==> src/alarm_pkg.sv <==
// Register map, field layout, reset values and codes of the alarm monitor
package alarm_pkg;
    // ----------------------------------------
    // Register offsets (byte addresses)
    // ----------------------------------------
    localparam logic [5:0] CTRL_OFS = 6'h00;
    localparam logic [5:0] ACK_OFS = 6'h04;
    localparam logic [5:0] OV_LIM_OFS = 6'h08;
    localparam logic [5:0] OC_LIM_OFS = 6'h0c;
    localparam logic [5:0] OP_LIM_OFS = 6'h10;
    localparam logic [5:0] EV_TH_OFS = 6'h14;
    localparam logic [5:0] EV_ACT_OFS = 6'h28;
    localparam logic [5:0] STAT_OFS = 6'h2c;
    localparam logic [5:0] IRQ_STAT_OFS = 6'h30;
    localparam logic [5:0] IRQ_CLR_OFS = 6'h34;
    localparam logic [5:0] IRQ_EN_OFS = 6'h38;
    // ----------------------------------------
    // Fields and indices
    // ----------------------------------------
    localparam int CTRL_SOUND_BIT = 0;
    localparam int CTRL_LINK_EN_BIT = 1;
    localparam int NA = 6;
    localparam int NE = 5;
    localparam int NS = 11;
    localparam int A_OV = 0;
    localparam int A_OC = 1;
    localparam int A_OP = 2;
    localparam int A_HOT = 3;
    localparam int A_SUPPLY = 4;
    localparam int A_LINK = 5;
    localparam int E_UV = 0;
    localparam int E_OV = 1;
    localparam int E_UC = 2;
    localparam int E_OC = 3;
    localparam int E_OP = 4;
    // ----------------------------------------
    // Nominal values and threshold limits
    // ----------------------------------------
    localparam logic [31:0] NOM_U = 32'h4000;
    localparam logic [31:0] NOM_I = 32'h4000;
    localparam logic [31:0] NOM_P = 32'h4000;
    localparam logic [31:0] PCT_OV_LIM = 32'h67;
    localparam logic [31:0] PCT_OC_LIM = 32'h6e;
    localparam logic [31:0] PCT_FULL = 32'h64;
    localparam logic [15:0] OV_LIM_MAX = 16'((NOM_U * PCT_OV_LIM) / PCT_FULL);
    localparam logic [15:0] OC_LIM_MAX = 16'((NOM_I * PCT_OC_LIM) / PCT_FULL);
    localparam logic [15:0] OP_LIM_MAX = 16'((NOM_P * PCT_OC_LIM) / PCT_FULL);
    localparam logic [15:0] EV_U_MAX = 16'(NOM_U);
    localparam logic [15:0] EV_I_MAX = 16'(NOM_I);
    localparam logic [15:0] EV_P_MAX = 16'(NOM_P);
    // ----------------------------------------
    // Reset values and codes
    // ----------------------------------------
    localparam logic [1:0] CTRL_RST = 2'h1;
    localparam logic [9:0] EV_ACT_RST = 10'h000;
    localparam logic [15:0] EV_TH_RST = 16'h0000;
    localparam logic [1:0] RESP_OKAY = 2'h0;
    localparam logic [1:0] RESP_SLVERR = 2'h2;
    typedef enum logic [1:0] {
        ACT_NONE = 2'b00,
        ACT_SIGNAL = 2'b01,
        ACT_WARNING = 2'b10,
        ACT_ALARM = 2'b11
    } action_e;
endpackage

==> src/protection_alarm_monitor.sv <==
// Protection alarm and user event supervisor with AXI4-Lite registers
//
// The register addresses and register access over AXI4-Lite were left to the implementer.
`timescale 1ns/1ps
`default_nettype none
module protection_alarm_monitor (
    input wire logic clk,
    input wire logic resetn,
    input wire logic [5:0] s_axi_awaddr,
    input wire logic s_axi_awvalid,
    output logic s_axi_awready,
    input wire logic [31:0] s_axi_wdata,
    input wire logic [3:0] s_axi_wstrb,
    input wire logic s_axi_wvalid,
    output logic s_axi_wready,
    output logic [1:0] s_axi_bresp,
    output logic s_axi_bvalid,
    input wire logic s_axi_bready,
    input wire logic [5:0] s_axi_araddr,
    input wire logic s_axi_arvalid,
    output logic s_axi_arready,
    output logic [31:0] s_axi_rdata,
    output logic [1:0] s_axi_rresp,
    output logic s_axi_rvalid,
    input wire logic s_axi_rready,
    input wire logic [15:0] meas_voltage,
    input wire logic [15:0] meas_current,
    input wire logic [15:0] meas_power,
    input wire logic meas_strobe,
    input wire logic dc_input_on,
    input wire logic overtemp_pin,
    input wire logic supply_fail_pin,
    input wire logic link_lost_pin,
    input wire logic link_init_pin,
    output logic dc_off_req,
    output logic alarm_popup,
    output logic warning_popup,
    output logic sound_out,
    output logic [alarm_pkg::NE-1:0] event_status_ind,
    output logic [alarm_pkg::NA-1:0] alarm_ind,
    output logic analog_alarm,
    output logic irq
);
    import alarm_pkg::*;

    // ----------------------------------------
    // Pin synchronisers
    // ----------------------------------------
    logic [3:0] pin_s1_r, pin_s2_r, pin_s3_r, pin_r;
    logic link_init_d_r;
    logic overtemp, supply_fail, link_lost, link_init;

    // Three stages; a change counts once stages two and three agree
    always_ff @(posedge clk or negedge resetn) begin
        if (!resetn) begin
            pin_s1_r <= 4'h0;
            pin_s2_r <= 4'h0;
            pin_s3_r <= 4'h0;
            pin_r <= 4'h0;
            link_init_d_r <= 1'b0;
        end else begin
            pin_s1_r <= {link_init_pin, link_lost_pin, supply_fail_pin, overtemp_pin};
            pin_s2_r <= pin_s1_r;
            pin_s3_r <= pin_s2_r;
            pin_r <= (pin_s2_r == pin_s3_r) ? pin_s2_r : pin_r;
            link_init_d_r <= pin_r[3];
        end
    end
    assign overtemp = pin_r[0];
    assign supply_fail = pin_r[1];
    assign link_lost = pin_r[2];
    assign link_init = pin_r[3];

    // ----------------------------------------
    // Register bus
    // ----------------------------------------
    logic [1:0] ctrl_r;
    logic [15:0] ov_lim_r, oc_lim_r, op_lim_r;
    logic [15:0] ev_th_r [NE];
    logic [9:0] ev_act_r;
    logic [NS-1:0] latch_r, cond, irq_st_r, irq_en_r;
    logic wr_go, rd_go;
    logic [NS-1:0] ack_w, irq_clr_w;
    logic [31:0] rd_val;
    logic rd_ok;

    // Write address and data are taken together, one write at a time
    assign wr_go = s_axi_awvalid && s_axi_wvalid && !s_axi_awready && !s_axi_bvalid;
    assign rd_go = s_axi_arvalid && !s_axi_arready && !s_axi_rvalid;

    always_ff @(posedge clk or negedge resetn) begin
        if (!resetn) begin
            s_axi_awready <= 1'b0;
            s_axi_wready <= 1'b0;
            s_axi_bvalid <= 1'b0;
            s_axi_bresp <= RESP_OKAY;
        end else begin
            s_axi_awready <= wr_go;
            s_axi_wready <= wr_go;
            if (wr_go) begin
                s_axi_bvalid <= 1'b1;
                s_axi_bresp <= (s_axi_awaddr <= IRQ_EN_OFS && s_axi_awaddr[1:0] == 2'b00
                    && s_axi_awaddr != STAT_OFS && s_axi_awaddr != IRQ_STAT_OFS)
                    ? RESP_OKAY : RESP_SLVERR;
            end else if (s_axi_bready) begin
                s_axi_bvalid <= 1'b0;
            end
        end
    end

    function automatic logic [15:0] clamp(input logic [15:0] v, input logic [15:0] lim);
        clamp = (v > lim) ? lim : v;
    endfunction

    // Configuration registers; thresholds clamp to their range
    always_ff @(posedge clk or negedge resetn) begin
        if (!resetn) begin
            ctrl_r <= CTRL_RST;
            ov_lim_r <= OV_LIM_MAX;
            oc_lim_r <= OC_LIM_MAX;
            op_lim_r <= OP_LIM_MAX;
            ev_act_r <= EV_ACT_RST;
            irq_en_r <= '0;
            for (int k = 0; k < NE; k++) begin
                ev_th_r[k] <= EV_TH_RST;
            end
        end else if (wr_go && s_axi_wstrb[0]) begin
            unique case (s_axi_awaddr)
                CTRL_OFS: ctrl_r <= s_axi_wdata[1:0];
                OV_LIM_OFS: ov_lim_r <= clamp(s_axi_wdata[15:0], OV_LIM_MAX);
                OC_LIM_OFS: oc_lim_r <= clamp(s_axi_wdata[15:0], OC_LIM_MAX);
                OP_LIM_OFS: op_lim_r <= clamp(s_axi_wdata[15:0], OP_LIM_MAX);
                EV_TH_OFS: ev_th_r[E_UV] <= clamp(s_axi_wdata[15:0], EV_U_MAX);
                EV_TH_OFS + 6'h04: ev_th_r[E_OV] <= clamp(s_axi_wdata[15:0], EV_U_MAX);
                EV_TH_OFS + 6'h08: ev_th_r[E_UC] <= clamp(s_axi_wdata[15:0], EV_I_MAX);
                EV_TH_OFS + 6'h0c: ev_th_r[E_OC] <= clamp(s_axi_wdata[15:0], EV_I_MAX);
                EV_TH_OFS + 6'h10: ev_th_r[E_OP] <= clamp(s_axi_wdata[15:0], EV_P_MAX);
                EV_ACT_OFS: ev_act_r <= s_axi_wdata[9:0];
                IRQ_EN_OFS: irq_en_r <= s_axi_wdata[NS-1:0];
                default: ;
            endcase
        end
    end

    // Acknowledge and interrupt clear are write-one pulses
    assign ack_w = (wr_go && s_axi_awaddr == ACK_OFS) ? s_axi_wdata[NS-1:0] : '0;
    assign irq_clr_w = (wr_go && s_axi_awaddr == IRQ_CLR_OFS) ? s_axi_wdata[NS-1:0] : '0;

    // Read mux; write-only registers read as zero
    always_comb begin
        rd_val = 32'h0;
        rd_ok = 1'b1;
        unique case (s_axi_araddr)
            CTRL_OFS: rd_val = {30'h0, ctrl_r};
            ACK_OFS: rd_val = 32'h0;
            OV_LIM_OFS: rd_val = {16'h0, ov_lim_r};
            OC_LIM_OFS: rd_val = {16'h0, oc_lim_r};
            OP_LIM_OFS: rd_val = {16'h0, op_lim_r};
            EV_TH_OFS: rd_val = {16'h0, ev_th_r[E_UV]};
            EV_TH_OFS + 6'h04: rd_val = {16'h0, ev_th_r[E_OV]};
            EV_TH_OFS + 6'h08: rd_val = {16'h0, ev_th_r[E_UC]};
            EV_TH_OFS + 6'h0c: rd_val = {16'h0, ev_th_r[E_OC]};
            EV_TH_OFS + 6'h10: rd_val = {16'h0, ev_th_r[E_OP]};
            EV_ACT_OFS: rd_val = {22'h0, ev_act_r};
            STAT_OFS: rd_val = {10'h0, cond, latch_r};
            IRQ_STAT_OFS: rd_val = {21'h0, irq_st_r};
            IRQ_CLR_OFS: rd_val = 32'h0;
            IRQ_EN_OFS: rd_val = {21'h0, irq_en_r};
            default: rd_ok = 1'b0;
        endcase
    end

    always_ff @(posedge clk or negedge resetn) begin
        if (!resetn) begin
            s_axi_arready <= 1'b0;
            s_axi_rvalid <= 1'b0;
            s_axi_rdata <= 32'h0;
            s_axi_rresp <= RESP_OKAY;
        end else begin
            s_axi_arready <= rd_go;
            if (rd_go) begin
                s_axi_rvalid <= 1'b1;
                s_axi_rdata <= rd_val;
                s_axi_rresp <= rd_ok ? RESP_OKAY : RESP_SLVERR;
            end else if (s_axi_rready) begin
                s_axi_rvalid <= 1'b0;
            end
        end
    end

    // ----------------------------------------
    // Condition evaluation
    // ----------------------------------------
    logic [2:0] prot_cond_r;
    logic [NE-1:0] ev_cond_r, ev_hit;
    logic link_cond, link_clear;

    // Event comparisons against their own thresholds
    assign ev_hit[E_UV] = meas_voltage < ev_th_r[E_UV];
    assign ev_hit[E_OV] = meas_voltage > ev_th_r[E_OV];
    assign ev_hit[E_UC] = meas_current < ev_th_r[E_UC];
    assign ev_hit[E_OC] = meas_current > ev_th_r[E_OC];
    assign ev_hit[E_OP] = meas_power > ev_th_r[E_OP];

    // Conditions refresh on each measurement sample
    always_ff @(posedge clk or negedge resetn) begin
        if (!resetn) begin
            prot_cond_r <= 3'h0;
            ev_cond_r <= '0;
        end else begin
            if (meas_strobe) begin
                prot_cond_r[A_OV] <= meas_voltage >= ov_lim_r;
                prot_cond_r[A_OC] <= meas_current >= oc_lim_r;
                prot_cond_r[A_OP] <= meas_power >= op_lim_r;
            end
            if (!dc_input_on) begin
                ev_cond_r <= '0;
            end else if (meas_strobe) begin
                ev_cond_r <= ev_hit;
            end
        end
    end

    // Link alarm: lost slave or uninitialized while enabled
    assign link_cond = ctrl_r[CTRL_LINK_EN_BIT] && (link_lost || !link_init);
    assign link_clear = !ctrl_r[CTRL_LINK_EN_BIT] || (link_init && !link_init_d_r);
    assign cond = {ev_cond_r, link_cond, supply_fail, overtemp, prot_cond_r};

    // ----------------------------------------
    // Sticky latches
    // ----------------------------------------
    logic [NS-1:0] set_v, clr_v;
    genvar g;
    generate
        for (g = 0; g < NS; g++) begin : g_latch
            if (g >= NA) begin : g_ev
                // Event with no action never latches
                assign set_v[g] = cond[g]
                    && action_e'(ev_act_r[2*(g-NA) +: 2]) != ACT_NONE;
                assign clr_v[g] = (ack_w[g] && !cond[g])
                    || action_e'(ev_act_r[2*(g-NA) +: 2]) == ACT_NONE;
            end else if (g == A_LINK) begin : g_link
                assign set_v[g] = cond[g];
                assign clr_v[g] = link_clear;
            end else begin : g_dev
                assign set_v[g] = cond[g];
                assign clr_v[g] = ack_w[g] && !cond[g];
            end
            // Set wins over clear
            always_ff @(posedge clk or negedge resetn) begin
                if (!resetn) begin
                    latch_r[g] <= 1'b0;
                end else if (set_v[g]) begin
                    latch_r[g] <= 1'b1;
                end else if (clr_v[g]) begin
                    latch_r[g] <= 1'b0;
                end
            end
        end
    endgenerate

    // ----------------------------------------
    // Indications and interrupt
    // ----------------------------------------
    logic [NE-1:0] ev_warn, ev_alarm;
    generate
        for (g = 0; g < NE; g++) begin : g_act
            assign ev_warn[g] = latch_r[NA+g]
                && action_e'(ev_act_r[2*g +: 2]) == ACT_WARNING;
            assign ev_alarm[g] = latch_r[NA+g]
                && action_e'(ev_act_r[2*g +: 2]) == ACT_ALARM;
        end
    endgenerate

    // Registered outputs derived from the latches
    always_ff @(posedge clk or negedge resetn) begin
        if (!resetn) begin
            dc_off_req <= 1'b0;
            alarm_popup <= 1'b0;
            warning_popup <= 1'b0;
            sound_out <= 1'b0;
            event_status_ind <= '0;
            alarm_ind <= '0;
            analog_alarm <= 1'b0;
        end else begin
            dc_off_req <= |latch_r[NA-1:0] || |ev_alarm;
            alarm_popup <= |latch_r[NA-1:0] || |ev_alarm;
            warning_popup <= |ev_warn;
            sound_out <= ctrl_r[CTRL_SOUND_BIT]
                && (|latch_r[NA-1:0] || |ev_alarm);
            event_status_ind <= latch_r[NS-1:NA];
            alarm_ind <= latch_r[NA-1:0];
            analog_alarm <= |latch_r[A_SUPPLY:A_OV];
        end
    end

    // Rising latches set sticky status; set wins over clear
    always_ff @(posedge clk or negedge resetn) begin
        if (!resetn) begin
            irq_st_r <= '0;
            irq <= 1'b0;
        end else begin
            irq_st_r <= (irq_st_r & ~irq_clr_w) | (set_v & ~latch_r);
            irq <= |(irq_st_r & irq_en_r);
        end
    end
endmodule
`default_nettype wire

==> config.mk <==
export PLATFORM = sky130hd
export DESIGN_NAME = protection_alarm_monitor
export DESIGN_NICKNAME = d
export VERILOG_FILES = /design/src/alarm_pkg.sv /design/src/protection_alarm_monitor.sv
export SDC_FILE = /design/constraint.sdc
export NUM_CORES = 1
export LEC_CHECK = 0
export BUFFER_PORTS_ARGS = -buffer_cell sky130_fd_sc_hd__buf_2
export CAP_MARGIN = 0
export CORE_UTILIZATION = 50
export DETAILED_ROUTE_END_ITERATION = 8
export GPL_ROUTABILITY_DRIVEN = 0
export PLACE_DENSITY_LB_ADDON = 0.08
export SLEW_MARGIN = 0
export SYNTH_ARGS = -nofsm -noshare
export SYNTH_HDL_FRONTEND = slang
export SYNTH_SLANG_ARGS = --single-unit
==> constraint.sdc <==
create_clock -name clk -period 2.3 [get_ports clk]
set_clock_uncertainty 0.15 [all_clocks]
set_input_delay 0.46 -clock clk [delete_from_list [all_inputs] [get_ports clk]]
set_output_delay 0.46 -clock clk [all_outputs]
set_load 0.05 [all_outputs]
== Word-level counts from Yosys, hierarchy flattened ==
Index checks and enable logic that the tools add are counted.

* Reductions and logical operators: 107
* Eq/ne operators: 40
* Mux-type cells: 37
* Order comparisons: 12
* $add $sub $neg: 0
* Bitwise gates (word level): 6
* Multipliers: 0
* Divide/modulo/power cells: 0
* Shift-type cells: 0

{| class="wikitable"
|+ Operators by type and width
! cell !! number
|-
| 22-bit one-hot mux with 13 select lines || 1
|-
| 6-bit == test (second input constant) || 12
|-
| 6-bit by 5-bit == test with 1-bit output (second input constant) || 8
|-
| 16-bit greater-or-equal comparator || 3
|-
| 16-bit by 15-bit greater-than comparator with 1-bit output (second input constant) || 3
|-
| 16-bit greater-than comparator || 3
|-
| 16-bit 2-to-1 mux || 3
|-
| 1-bit logical AND || 39
|-
| 2-bit nonzero test || 18
|-
| 11-bit AND || 3
|-
| 16-bit < comparator || 2
|-
| 1-bit 2-to-1 mux || 27
|-
| 6-bit by 4-bit == test with 1-bit output (second input constant) || 4
|-
| 11-bit 2-to-1 mux || 2
|-
| 11-bit inverter || 2
|-
| 2-bit AND reduction || 11
|-
| 2-bit == test (second input constant) || 10
|-
| 1-bit zero test || 17
|-
| 15-bit OR reduction || 1
|-
| 5-bit OR reduction || 3
|-
| 6-bit by 3-bit == test with 1-bit output (second input constant) || 2
|-
| 2-bit zero test || 6
|-
| 6-bit zero test || 2
|-
| 6-bit != test (second input constant) || 2
|-
| 9 further kinds || 18
|}

* Output and inout port bits: 58
* Bits of input ports: 109
* Memory bits (read-only): 0
* Memory bits (writable): 0
* Flip-flop bits (word level): 254
* Latch bits: 0
* Memories kept: 0
* Logic and storage cells: 246

== Longest topological paths before layout ==
* Depth after elaboration: 9
* Depth in mapped cells: 8
* Mapped depth without buffers: 7

== Least setup slack after synthesis ==
No wires, ideal clock.

* Path type: input to register
* From: input port s_axi_wdata[15]
* To: register oc_lim_r[7]
* Required time: 2.084 ns
* Arrival time: 2.364 ns
* Setup slack: -0.280 ns
* Stages on the path: 5
* Setup time: 0.066 ns
* Buffers on the path: 0
* Path through: or4_1 > or3b_4 > or4_4 > a21oi_4 > a22o_1

* Cells in the longest elaborated chain, start to end: 2

{| class="wikitable"
|+ Ends and longest elaborated chain
! element !! RTL line !! text
|-
| start, declared || protection_alarm_monitor.sv:12 || <nowiki>input wire logic [31:0] s_axi_wdata,</nowiki>
|-
| 16-bit by 15-bit greater-than comparator with 1-bit output || protection_alarm_monitor.sv:112 || <nowiki>clamp = (v > lim) ? lim : v;</nowiki>
|-
| 16-bit 2-to-1 mux || protection_alarm_monitor.sv:112 ||
|-
| end signal, assigned || protection_alarm_monitor.sv:131 || <nowiki>OC_LIM_OFS: oc_lim_r <= clamp(s_axi_wdata[15:0], OC_LIM_MAX);</nowiki>
|-
| end, declared || protection_alarm_monitor.sv:78 || <nowiki>logic [15:0] ov_lim_r, oc_lim_r, op_lim_r;</nowiki>
|}

Every way passes these cells.
A chain may end at the register's enable or synchronous reset.

== Final worst setup path ==
* From: input port s_axi_araddr[1]
* To: register s_axi_rdata[13]

* Cells in the longest elaborated chain, start to end: 2
* Elaborated cells between the ends (all ways): 14
* Classes of those cells: eq/ne (12); mux (1); reduce/logical (1)

{| class="wikitable"
|+ Ends and longest elaborated chain
! element !! RTL line !! text
|-
| start, declared || protection_alarm_monitor.sv:19 || <nowiki>input wire logic [5:0] s_axi_araddr,</nowiki>
|-
| 6-bit == test (tied with other cells) || protection_alarm_monitor.sv:153 || <nowiki>unique case (s_axi_araddr)</nowiki>
|-
| 22-bit one-hot mux with 13 select lines (*) || protection_alarm_monitor.sv:153 ||
|-
| end signal, assigned || protection_alarm_monitor.sv:183 || <nowiki>s_axi_rdata <= rd_val;</nowiki>
|-
| end, declared || protection_alarm_monitor.sv:22 || <nowiki>output logic [31:0] s_axi_rdata,</nowiki>
|}

Mark *: on every way between the ends. The rest lies on a longest branch, timed or not.

==> results.md <==
* Worst Tran Pin Value at 793 ps
* TritonCTS clock tree: done
* Fin crit period at 2210 ps
* Post-place setup slack at -362 ps
* CP most frequent cell: buf_4
* Crit Path Max Fanout at 8
* First-pass GRT wire length at 72100 um
* Max-cap violations at 0
* Delay of the slowest critical-path stage at 700 ps
* Syn_area_per_cell at 9.83 um2
* Met1 Usage GRT at 50.3%
* Worst slew margin at 46.4%
* TritonRoute pass-1 iters at 9
* Initial core utilization at 51.2%
* Seq/Total Area, Yosys at 45.3%
* Ratio of cells with drive above 1 in the final layout at 23.6%
* CTS H-tree lvls at 1
* Number of flops mapped to enable cells by yosys at 0
* Die width at 166 um
* Tot GR Track Use at 35.0%
* DRC viols at 10
* Final setup viols at 0
* Leak pwr at 7.87 nW
* Final hold vios at 0
* CP Buf/Inv Count at 3
* M3 GR Usage at 6.60%
* Vias post-DR at 12000
* Clock network power share at 41.7%
* Hold Crit Start: s_axi_wdata[6]
* Clk root buf: clkbuf_16
* Final setup margin at 91.7 ps
* Vias in the first global route at 11600
* Layout area overhead at 22.4%
* Critical path data arrival time at 2530 ps
* Main flop type after synthesis: dfrtp_1
* Unrepaired setup endpoints after global routing: no
* Post-Syn Instances at 1366
* Reg2Reg Launch Point: oc_lim_r[10]$_DFFE_PN1P_
* Internal power at 7.63 mW
* Crit path launch type: input port
* Switching Share at 28.5%
* Core Region at 26200 um2
* Crit Path Class: in -> reg
* GR peak layer: met2
* Inserted Clock Buffers at 27
* Initial antenna violation count at 0
* Max Buffers Root-to-Sink at 3
* Min-Delay Path Class: in -> reg
* Synth warn at 0
* Sequential power share at 44.8%
* CP max-delay cell: nor4bb_1
* Insertion delay to the later sink of the worst-skew pair at 560 ps
* Largest net degree at the start of global routing at 60
* Combinational share of power at 13.6%
* Routed wire per std cell at 24.5 um
* Crit share post-route at 96.0%
* Worst Setup End Kind: flop
* DRT iter0 DRCs at 1487
* Nets at 1823
* Failing checks: design-rule violations
* Setup_tns at 0 ps
* Clock-pin slew on the worst setup and hold paths at 60 ps
* Height of the die at 166 um
* Unique cell type count in the Yosys netlist at 69
* I/O Pins at 167
* Total grt overflow at 0
* Status: finished, violations left
* # Post-CTS Setup Buffers at 0
* Synth Cell Area at 13400 um2
* Clock Sinks at 242
* Hpwl dp at 37600 um
* Worst Setup SP: s_axi_araddr[1]
* Drt total wl at 47600 um
* Psw at 3.04 mW
* PD cells at 649 nW/um2
* Site Rows at 59
* Die area at 27500 um2
* Asr flop ratio synth at 100%
* Final ANT Viol Nets at 0
* Peak VDD IR at 0.000423 V
* CP cell instances: buf_2, nor4bb_1, and2_1, buf_4, a22oi_1, buf_4, nand3_1, a221o_1
* Post-synthesis register bit count at 242
* Met2 GRT Util at 53.9%
* Critical path's top delay family: simple AND/OR/NAND/NOR gates
* Port Buffers at 135
* Slew Limit Fails at 0
* CP required at 2620 ps
* Fmax at 453 MHz
* Avg Vias per Cell at 6.18
* Design Power at 10.7 mW
-- worst reg2reg max path: cells and delay by family (launching register included) --
kind	cells	cell delay, ps
adder cells (fa/ha/maj)	1	220
flip-flops	1	530
AO/OA/AOI/OAI	5	1070
buffers and inverters	1	80
-- cells by family after synthesis --
family                     share of synthesized area [%]
AOI/OAI and AO/OA                                   19.9
and+or+nand+nor                                     12.5
DFF                                                 45.3
buffers and inverters                               6.47
adders and majority gates                           11.7
muxes                                               3.75
xor gates and xnor gates                           0.261
other                                             0.0279
-- layout make-up --
type                       instances  area (um2)
inverter                         142         533
multi-input combinational        918        6580
fill                            2231        9780
sequential                       242        6090
clock inverter                    13         144
antenna                            1        2.50
timing repair buffer             257        1880
tap                              335         419
clock buffer                      37         773
-- placed cells by master, fill, tap and decap left out, types with 12 or more instances in the layout --
master and instances:
dfrtp_1 217, inv_1 142, nand2_1 141, buf_2 134, ha_1 125, o21ai_0 107
buf_4 94, a21oi_1 66, nand3_1 51, a22oi_1 42, a22o_1 39, mux2_2 36
nor2_1 34, a21o_1 31, nand4_1 28, clkbuf_16 27, dfstp_2 23, buf_12 21
a2bb2oi_1 16, and2_1 15, and3_1 13, conb_1 12
-- registers in the layout (all words and copies together) (netlist names), 5 cells and up --
name	count
op_lim_r	16
ev_act_r	10
ev_cond_r	5
event_status_ind	5
irq_en_r	11
ov_lim_r	16
oc_lim_r	16
alarm_ind	6
s_axi_rdata	22
ev_th_r	80
irq_st_r	11
latch_r	11
-- per-layer routing --
metal	up-vias	part of all wire (%)
met5	-	0
met4	0	3.2
met3	89	10
met2	639	44
met1	5903	42
li1	5381	-
-- power groups by stage --
stage	Clock, mW	Sequential (mW)	Combinational [mW]
floorplan	0	4.81	0.699
global placement	0	4.84	1.38
detailed placement	0	4.84	1.42
CTS	4.46	4.77	1.43
global route	4.64	4.79	1.58
finish	4.44	4.78	1.45
-- repair_timing --
action / CTS / global route
pin swaps: 1 / 2
endpoints found under the hold margin: 54 / 0
endpoints found under the setup margin: 1 / 1
hold buffers: 7 / 0
resized for setup: 2 / 2
-- Yosys cell counts (all sizes together), types with 28 or more instances --
library cell | n | share of area (%)
dfrtp | 219 | 41
inv | 142 | 4.0
nand2 | 142 | 4.0
ha | 126 | 12
o21ai | 109 | 4.1
a21oi | 68 | 2.7
clkbuf | 58 | 1.6
nand3 | 53 | 2.1
a22oi | 42 | 2.3
a22o | 39 | 2.5
mux2 | 36 | 3.0
nor2 | 34 | 0.95
a21o | 31 | 1.7
nand4 | 28 | 1.3
-- final timing paths --
| kind | end | slack [ps] | depth (start not counted) |
|---|---|---|---|
| setup / recovery | s_axi_rdata[13]$_DFFE_PN0P_ | 90 | 8 |
| hold / removal | ev_th_r[38]$_DFFE_PN0P_ | 60 | 3 |
| setup reg to reg | prot_cond_r[1]$_DFFE_PN0P_ | 140 | 7 |
| hold reg to reg | pin_s2_r[2]$_DFF_PN0_ | 200 | 0 |
| max in group asynchronous | op_lim_r[6]$_DFFE_PN1P_ | 840 | 3 |
| min in group asynchronous | ev_th_r[69]$_DFFE_PN0P_ | 310 | 2 |
-- per-stage QoR --
| step | cell area (um2) | util [%] | instances | hold WS (ps) |
|---|---|---|---|---|
| after floorplan | 13500 | - | 1377 | 14.4 |
| after detailed placement | 15400 | 58.8 | 1887 | 185 |
| after CTS | 16400 | 62.6 | 1944 | 54.6 |
| after global routing | 16400 | 62.7 | 1944 | 59.9 |
| after global placement | 15400 | 58.8 | 1887 | 182 |
| final | 16400 | 62.7 | 1945 | 56.9 |
(Power assumes the default switching activity.)
